[src/rtl/rbt_pkg.sv]
// package: constants, register map and control carrier type of the registered bus transceiver
package rbt_pkg;
   localparam int DATA_W = 16;
   localparam int FIFO_DEPTH = 4;
   localparam logic [7:0] OFS_CTRL = 8'h00;
   localparam logic [7:0] OFS_STATUS = 8'h04;
   localparam logic [7:0] OFS_A_STORE = 8'h08;
   localparam logic [7:0] OFS_B_STORE = 8'h0C;
   localparam logic [7:0] OFS_FIFO_DATA = 8'h10;
   localparam int CTRL_SNAP_EN_BIT = 0;
   localparam int STAT_EMPTY_BIT = 0;
   localparam int STAT_FULL_BIT = 1;
   localparam int STAT_OVF_BIT = 2;
   localparam logic RST_SNAP_EN = 1'b0;
   localparam logic RST_OVF = 1'b0;
   localparam logic RST_CLK_PREV = 1'b1;
   localparam logic [1:0] HTRANS_NONSEQ = 2'h2;
   localparam logic [1:0] HRESP_OKAY = 2'h0;

   typedef struct packed {
      logic oe_n;
      logic dir;
      logic a_side_capture_clock;
      logic b_side_capture_clock;
      logic a_drive_source_select;
      logic b_drive_source_select;
   } rbt_ctl_s;
endpackage : rbt_pkg

[src/rtl/rbt_transceiver.sv]
// registered bus transceiver: snapshot fifo and top level with ahb-lite slave
//
// The AHB-Lite slave port and the register addresses were chosen for this implementation.
`timescale 1ns/1ps
module rbt_fifo #(
   parameter int W = 16,
   parameter int D = 4
) (
   input wire logic clk,
   input wire logic rst_n,
   input wire logic in_valid,
   output logic in_ready,
   input wire logic [W-1:0] in_data,
   output logic out_valid,
   input wire logic out_ready,
   output logic [W-1:0] out_data
);
   localparam int AW = (D > 1) ? $clog2(D) : 1;
   logic [W-1:0] mem [D];
   logic [AW-1:0] wr_reg;
   logic [AW-1:0] rd_reg;
   logic [AW:0] cnt_reg;
   wire push = in_valid & in_ready;
   wire pop = out_valid & out_ready;
   wire [AW-1:0] wr_inc = (wr_reg == AW'(D - 1)) ? '0 : wr_reg + 1'b1;
   wire [AW-1:0] rd_inc = (rd_reg == AW'(D - 1)) ? '0 : rd_reg + 1'b1;
   assign in_ready = (cnt_reg != (AW + 1)'(D));
   assign out_valid = (cnt_reg != '0);
   assign out_data = mem[rd_reg];

   always_ff @(posedge clk) begin
      if (push) begin
         mem[wr_reg] <= in_data;
      end
   end

   always_ff @(posedge clk) begin
      if (!rst_n) begin
         wr_reg <= '0;
         rd_reg <= '0;
         cnt_reg <= '0;
      end else begin
         if (push) wr_reg <= wr_inc;
         if (pop) rd_reg <= rd_inc;
         cnt_reg <= cnt_reg + (AW + 1)'(push) - (AW + 1)'(pop);
      end
   end
endmodule : rbt_fifo

// Function
// - a 16-bit path joins the A and B buses with one store per direction and a driver on each bus.
// - each store loads its source bus on the rising edge of its own capture clock.
// - loading ignores output enable and direction and happens even while that bus is driven.
// - with output enable high neither bus is driven.
// - in isolation either capture clock or both may be pulsed and the stores load accordingly.
// - with outputs enabled only the bus chosen by direction is driven and the other stays an input.
// - direction low drives the A bus, direction high drives the B bus, while output enable is low.
// - A-side select low drives the A bus with the live B value.
// - A-side select high drives the A bus with the B store.
// - B-side select low drives the B bus with the live A value.
// - B-side select high drives the B bus with the A store.
// - the A and B buses are never driven together.
module rbt_transceiver #(
   parameter int W = rbt_pkg::DATA_W,
   parameter int DEPTH = rbt_pkg::FIFO_DEPTH
) (
   input wire logic clk,
   input wire logic rst_n,
   input wire rbt_pkg::rbt_ctl_s ctl,
   input wire logic [W-1:0] a_in,
   output logic [W-1:0] a_out,
   output logic a_oe,
   input wire logic [W-1:0] b_in,
   output logic [W-1:0] b_out,
   output logic b_oe,
   output logic snap_ready,
   input wire logic hsel,
   input wire logic [31:0] haddr,
   input wire logic [1:0] htrans,
   input wire logic hwrite,
   input wire logic [2:0] hsize,
   input wire logic [31:0] hwdata,
   input wire logic hready,
   output logic hreadyout,
   output logic [1:0] hresp,
   output logic [31:0] hrdata
);
   // stores carry no reset: contents are unknown until the first capture
   logic [W-1:0] a_store_reg;
   logic [W-1:0] b_store_reg;
   logic a_clk_prev_reg;
   logic b_clk_prev_reg;
   logic snap_en_reg;
   logic ovf_reg;
   logic wr_pend_reg;
   logic [7:0] wr_addr_reg;
   logic [31:0] hrdata_reg;
   logic fifo_valid;
   logic [W-1:0] fifo_data;

   // edge detection on the capture pins; prev resets high so a pin held high at release is no edge
   wire a_edge = ctl.a_side_capture_clock & ~a_clk_prev_reg;
   wire b_edge = ctl.b_side_capture_clock & ~b_clk_prev_reg;

   always_ff @(posedge clk) begin
      if (!rst_n) begin
         a_clk_prev_reg <= rbt_pkg::RST_CLK_PREV;
         b_clk_prev_reg <= rbt_pkg::RST_CLK_PREV;
      end else begin
         a_clk_prev_reg <= ctl.a_side_capture_clock;
         b_clk_prev_reg <= ctl.b_side_capture_clock;
      end
   end

   // loads depend on the capture edge only, never on oe_n or dir
   always_ff @(posedge clk) begin
      if (a_edge) a_store_reg <= a_in;
      if (b_edge) b_store_reg <= b_in;
   end

   // driver enables are exclusive by construction of dir
   wire out_en = ~ctl.oe_n;
   assign a_oe = out_en & ~ctl.dir;
   assign b_oe = out_en & ctl.dir;
   // live paths are combinational, so the bus follows the far side with no clock
   assign a_out = ctl.a_drive_source_select ? b_store_reg : b_in;
   assign b_out = ctl.b_drive_source_select ? a_store_reg : a_in;

   // each A capture is also queued for software when snapshots are on and the queue is not full
   wire snap_push = a_edge & snap_en_reg;
   wire snap_lost = snap_push & ~snap_ready;

   // ahb-lite: zero wait states, always okay
   wire addr_ok = hsel & htrans[1] & hready;
   wire rd_take = addr_ok & ~hwrite;
   wire wr_take = addr_ok & hwrite;
   wire [7:0] a_ofs = haddr[7:0];
   wire hit_hi = (haddr[31:8] == 24'h000000);
   wire rd_fifo = rd_take & hit_hi & (a_ofs == rbt_pkg::OFS_FIFO_DATA);
   wire wr_ctrl = wr_pend_reg & (wr_addr_reg == rbt_pkg::OFS_CTRL);
   wire wr_stat = wr_pend_reg & (wr_addr_reg == rbt_pkg::OFS_STATUS);
   wire ovf_clr = wr_stat & hwdata[rbt_pkg::STAT_OVF_BIT];
   wire [31:0] stat_word = {29'h0, ovf_reg, ~snap_ready, ~fifo_valid};
   wire [31:0] rd_mux =
      !hit_hi ? 32'h0 :
      (a_ofs == rbt_pkg::OFS_CTRL) ? {31'h0, snap_en_reg} :
      (a_ofs == rbt_pkg::OFS_STATUS) ? stat_word :
      (a_ofs == rbt_pkg::OFS_A_STORE) ? 32'(a_store_reg) :
      (a_ofs == rbt_pkg::OFS_B_STORE) ? 32'(b_store_reg) :
      (a_ofs == rbt_pkg::OFS_FIFO_DATA) ? 32'(fifo_data) : 32'h0;

   always_ff @(posedge clk) begin
      if (!rst_n) begin
         wr_pend_reg <= 1'b0;
         wr_addr_reg <= 8'h00;
         hrdata_reg <= 32'h0;
      end else begin
         if (hready) wr_pend_reg <= wr_take & hit_hi;
         if (wr_take) wr_addr_reg <= a_ofs;
         if (rd_take) hrdata_reg <= rd_mux;
      end
   end

   // overflow: a new loss in the clearing cycle wins over the clear
   always_ff @(posedge clk) begin
      if (!rst_n) begin
         snap_en_reg <= rbt_pkg::RST_SNAP_EN;
         ovf_reg <= rbt_pkg::RST_OVF;
      end else begin
         if (wr_ctrl) snap_en_reg <= hwdata[rbt_pkg::CTRL_SNAP_EN_BIT];
         ovf_reg <= snap_lost | (ovf_reg & ~ovf_clr);
      end
   end

   assign hreadyout = 1'b1;
   assign hresp = rbt_pkg::HRESP_OKAY;
   assign hrdata = hrdata_reg;

   rbt_fifo #(
      .W(W),
      .D(DEPTH)
   ) u_fifo (
      .clk(clk),
      .rst_n(rst_n),
      .in_valid(snap_push),
      .in_ready(snap_ready),
      .in_data(a_in),
      .out_valid(fifo_valid),
      .out_ready(rd_fifo),
      .out_data(fifo_data)
   );
endmodule : rbt_transceiver

[config.mk]
export PLATFORM = sky130hd
export DESIGN_NAME = rbt_transceiver
export DESIGN_NICKNAME = d
export VERILOG_FILES = /design/src/rtl/rbt_pkg.sv /design/src/rtl/rbt_transceiver.sv
export SDC_FILE = /design/constraint.sdc
export NUM_CORES = 1
export LEC_CHECK = 0
export ABC_AREA = 1
export BUFFER_PORTS_ARGS = -buffer_cell sky130_fd_sc_hd__buf_2
export CAP_MARGIN = 20
export CORE_UTILIZATION = 40
export CTS_CLUSTER_SIZE = 12
export DETAILED_ROUTE_END_ITERATION = 12
export GPL_ROUTABILITY_DRIVEN = 1
export GPL_TIMING_DRIVEN = 0
export PLACE_DENSITY = 0.67
export SYNTH_ARGS = -nofsm -noshare
export SYNTH_HDL_FRONTEND = slang
export SYNTH_HIERARCHICAL = 1
export SYNTH_SLANG_ARGS = --single-unit
[constraint.sdc]
create_clock -name clk -period 5.62 [get_ports clk]
set_clock_uncertainty 0.1 [all_clocks]
set_input_delay 0.281 -clock clk [delete_from_list [all_inputs] [get_ports clk]]
set_output_delay 0.281 -clock clk [all_outputs]
set_load 0.02 [all_outputs]
==> metrics.txt <==
# TYPE chip_impl_metric gauge
chip_impl_info{name="min-delay-path-class",value="input port to flop"} 1
chip_impl_metric{name="area_growth_syn_to_layout",unit="%"} 32.6
chip_impl_metric{name="final-hold-violation-count",unit=""} 0
chip_impl_metric{name="post-cts-setup-buffers",unit=""} 0
chip_impl_metric{name="grt_start_max_net_pins",unit=""} 17
chip_impl_info{name="critical_path.startpoint_type",value="input port"} 1
chip_impl_metric{name="fmaxAchievable",unit="MHz"} 358
chip_impl_metric{name="timing.setup.tns",unit="ps"} 0
chip_impl_info{name="outcome",value="finished clean"} 1
chip_impl_metric{name="setup_viol",unit=""} 0
chip_impl_metric{name="avgViaCountPerCell",unit=""} 4.98
chip_impl_metric{name="ys_warn_count",unit=""} 6
chip_impl_metric{name="place_inst",unit=""} 910
chip_impl_metric{name="synth_adder_area_share",unit=""} 0.0174
chip_impl_metric{name="rows",unit=""} 45
chip_impl_metric{name="global_route.usage.total",unit=""} 0.205
chip_impl_metric{name="ir_drop",unit="V"} 0.000219
chip_impl_metric{name="sequential_share_of_the_synthesized_area",unit=""} 0.588
chip_impl_info{name="critical_path.endpoint_type",value="flop"} 1
chip_impl_metric{name="clk_transition_reported_paths",unit="ps"} 60
chip_impl_info{name="hold_start",value="a_in[14]"} 1
chip_impl_metric{name="leak_pwr",unit="nW"} 3.40
chip_impl_metric{name="final_core_util",unit=""} 0.542
chip_impl_metric{name="antenna_violations_before_repair",unit=""} 0
chip_impl_metric{name="final_antenna_diode_count",unit=""} 0
chip_impl_metric{name="htree_levels",unit=""} 4
chip_impl_info{name="timing_worst_setup_path_type",value="input port to flop"} 1
chip_impl_metric{name="grt_pass1_wl",unit="mm"} 24.6
chip_impl_metric{name="antenna_left",unit=""} 0
chip_impl_metric{name="drv.max_cap_violation_count",unit=""} 0
chip_impl_metric{name="worst_ep_arrival_time",unit="ps"} 3020
chip_impl_metric{name="die_height",unit="um"} 126
chip_impl_metric{name="wire_per_inst",unit="um"} 16.4
chip_impl_info{name="layout_commonest_cell",value="buf_2"} 1
chip_impl_metric{name="synth-edff-count",unit=""} 96
chip_impl_info{name="synth.top_cells.by_area",value="edfxtp_1 47%, dfxtp_1 12%, mux2_2 5.8%"} 1
chip_impl_info{name="clock_tree_from_tritoncts",value="done"} 1
chip_impl_metric{name="detailroute.via_count",unit=""} 4841
chip_impl_metric{name="worst_skew_pair.late_latency",unit="ps"} 420
chip_impl_metric{name="timing.critical_path.fanout_max",unit=""} 6
chip_impl_metric{name="max_slew.worst_pin.slew",unit="ps"} 960
chip_impl_metric{name="synthesis.instances",unit=""} 574
chip_impl_metric{name="boundaryPins",unit=""} 182
chip_impl_info{name="setup_repair_after_global_routing_missed_its_margin",value="false"} 1
chip_impl_metric{name="ys_seq_elements",unit=""} 134
chip_impl_metric{name="final.fill_count",unit=""} 1289
chip_impl_metric{name="cts-root-to-sink-buffers",unit=""} 2
chip_impl_metric{name="final_max_slew_viol_count",unit=""} 0
chip_impl_metric{name="synth-compound-area-share",unit=""} 0.0743
chip_impl_metric{name="synth_simple_gate_area_share",unit=""} 0.184
chip_impl_info{name="launch_point_of_the_critical_path",value="hready"} 1
chip_impl_metric{name="die_area",unit="um2"} 16000
chip_impl_metric{name="start_util",unit=""} 0.409
chip_impl_metric{name="synthXorXnorAreaFrac",unit=""} 0.00141
chip_impl_metric{name="numCtsBuffers",unit=""} 17
chip_impl_metric{name="post_synth.cell_area_avg",unit="um2"} 10.8
chip_impl_metric{name="floorplan.core_area",unit="um2"} 15100
chip_impl_info{name="cts_root_buf",value="clkbuf_16"} 1
chip_impl_metric{name="die_w",unit="um"} 126
chip_impl_metric{name="first_global_vias",unit=""} 4741
chip_impl_metric{name="totalPowerFinal",unit="mW"} 2.55
chip_impl_info{name="synthFlopType",value="edfxtp_1"} 1
chip_impl_metric{name="final_net_count",unit=""} 891
chip_impl_metric{name="slowest_delay",unit="ps"} 570
chip_impl_metric{name="clock_sink_count",unit=""} 134
chip_impl_info{name="worstPathCellList",value="buf_2, nand3_1, nor2_1, nand4_1, nor4_1, a21boi_2, ha_1, inv_1, ha_1, fa_1, nand2_1, inv_1"} 1
chip_impl_metric{name="powerDensity",unit="nW/um2"} 311
chip_impl_metric{name="detailed_place.area",unit="um2"} 7220
chip_impl_metric{name="overflow",unit=""} 0
chip_impl_metric{name="largest_register_ff_count",unit=""} 64
chip_impl_metric{name="wirelength",unit="mm"} 15.9
chip_impl_metric{name="ys_types",unit=""} 40
chip_impl_metric{name="period_share",unit=""} 0.498
chip_impl_metric{name="muxShareOfSynthArea",unit=""} 0.0582
chip_impl_metric{name="min_clock_period_post_route",unit="ps"} 2800
chip_impl_metric{name="final_layout_size_suffix_gt1_frac",unit=""} 0.361
chip_impl_info{name="critical_path.top_delay_family",value="simple AND/OR/NAND/NOR gates"} 1
chip_impl_info{name="worstReg2RegStart",value="snap_en_reg$_SDFFE_PN0P_"} 1
chip_impl_info{name="crit_path_top_delay_cell",value="nor4_1"} 1
chip_impl_metric{name="syn-cell-area",unit="um2"} 6200
chip_impl_info{name="final_cell_mix",value="132 x buf_2, 96 x edfxtp_1, 70 x nor2_1"} 1
chip_impl_info{name="largest_register",value="u_fifo/mem"} 1
chip_impl_metric{name="synth.top_cell.area_share",unit=""} 0.465
chip_impl_metric{name="max_slew_margin",unit=""} 0.359
chip_impl_metric{name="remaining_drc_errors",unit=""} 0
chip_impl_metric{name="number_of_design_rule_violations_left_by_the_first_detailed_router_iteration",unit=""} 280
chip_impl_metric{name="fin_cells",unit=""} 972
chip_impl_metric{name="globalplace.congestion",unit=""} 0.810
chip_impl_metric{name="synth_async_sr_flop_share",unit=""} 0
chip_impl_metric{name="critical_path_required",unit="ps"} 5840
chip_impl_info{name="main_combinational_cell_family_by_area_after_synthesis",value="simple AND/OR/NAND/NOR gates"} 1
chip_impl_metric{name="detail_route.first_pass.iterations",unit=""} 5
chip_impl_info{name="yosys.area.top_type",value="edfxtp_1"} 1
chip_impl_metric{name="worst-path-buf-inv",unit=""} 3
chip_impl_metric{name="io_buffers",unit=""} 126
chip_impl_metric{name="final_area",unit="um2"} 8210
chip_impl_metric{name="estimated_wirelength_of_the_detail_placed_design",unit="mm"} 11.3
==> power by group <==
part	switching [mW]	internal, mW	total [mW]	leakage, nW
clock network	0.422	0.882	1.30	0.332
registers	0.00681	1.07	1.08	1.18
logic	0.0956	0.0762	0.172	1.89
total	0.525	2.03	2.55	3.40
==> routing by layer <==
layer	share of wire	routed length, um	vias to the layer above	global-route usage
met5	0	0	-	0
met4	0.023	363	0	0.0794
met3	0.062	984	27	0.0477
met2	0.49	7840	204	0.353
met1	0.42	6760	2262	0.249
li1	-	-	2348	-
==> area by class of cell <==
cell class / instances / area [um2] / share of cell area
buffer: 43 / 328 / 0.0399
clock buffer: 18 / 429 / 0.0522
clock inverter: 14 / 269 / 0.0327
inverter: 38 / 143 / 0.0174
multi-input combinational: 376 / 2160 / 0.263
sequential: 134 / 3640 / 0.444
tap: 188 / 235 / 0.0286
timing repair buffer: 161 / 1010 / 0.122
==> worst register-to-register path: stages, from the launching register on <==
cell,delay (ps)
dfxtp_1,330
inv_1,60
nor3_1,390
nand2_4,170
ha_1,320
inv_1,40
ha_1,180
fa_1,440
nand2_1,90
inv_1,40
==> logic make-up after synthesis <==
| family | after synthesis |
|---|---|
| compound gates | 84 |
| buf+inv | 81 |
| flops | 134 |
| simple gates | 232 |
| mux | 32 |
| other cells | 2 |
| xor+xnor | 1 |
| fa+ha+maj | 8 |
==> worst paths after layout <==
path         depth (start not counted)                           end  slack [ps]
max                                 12  u_fifo/cnt_reg[1]$_SDFF_PN0_        2820
min                                  1   u_fifo/mem[3][14]$_DFFE_PP_          10
max reg2reg                          9  u_fifo/cnt_reg[1]$_SDFF_PN0_        3370
min reg2reg                          2   wr_addr_reg[4]$_SDFFE_PN0P_         370
==> synthesized netlist by cell type, drive strengths merged, types with 7 or more instances <==
cell and count:
o22ai 16, o21ai 40, edfxtp 96, buf 37, nor2 82, ha 7, nand4 8, mux2 32
dfxtp 38, nand3 52, a21oi 26, nand2 81, inv 37
==> stage by stage <==
step                hold WS (ps)  worst slack (ps)
global route                10.1              2670
finish                      13.2              2820
global placement             341              2590
floorplan                    274              3190
CTS                         4.18              2880
detailed placement           354              2470
==> what timing repair did <==
| action | 4_1_cts | 5_1_grt |
|---|---|---|
| hold buffers | 30 | 0 |
| endpoints found under the setup margin | 0 | 0 |
| endpoints found under the hold margin | 70 | 0 |
| resized for setup | 0 | 0 |
Power figures use the tool's default switching activity.
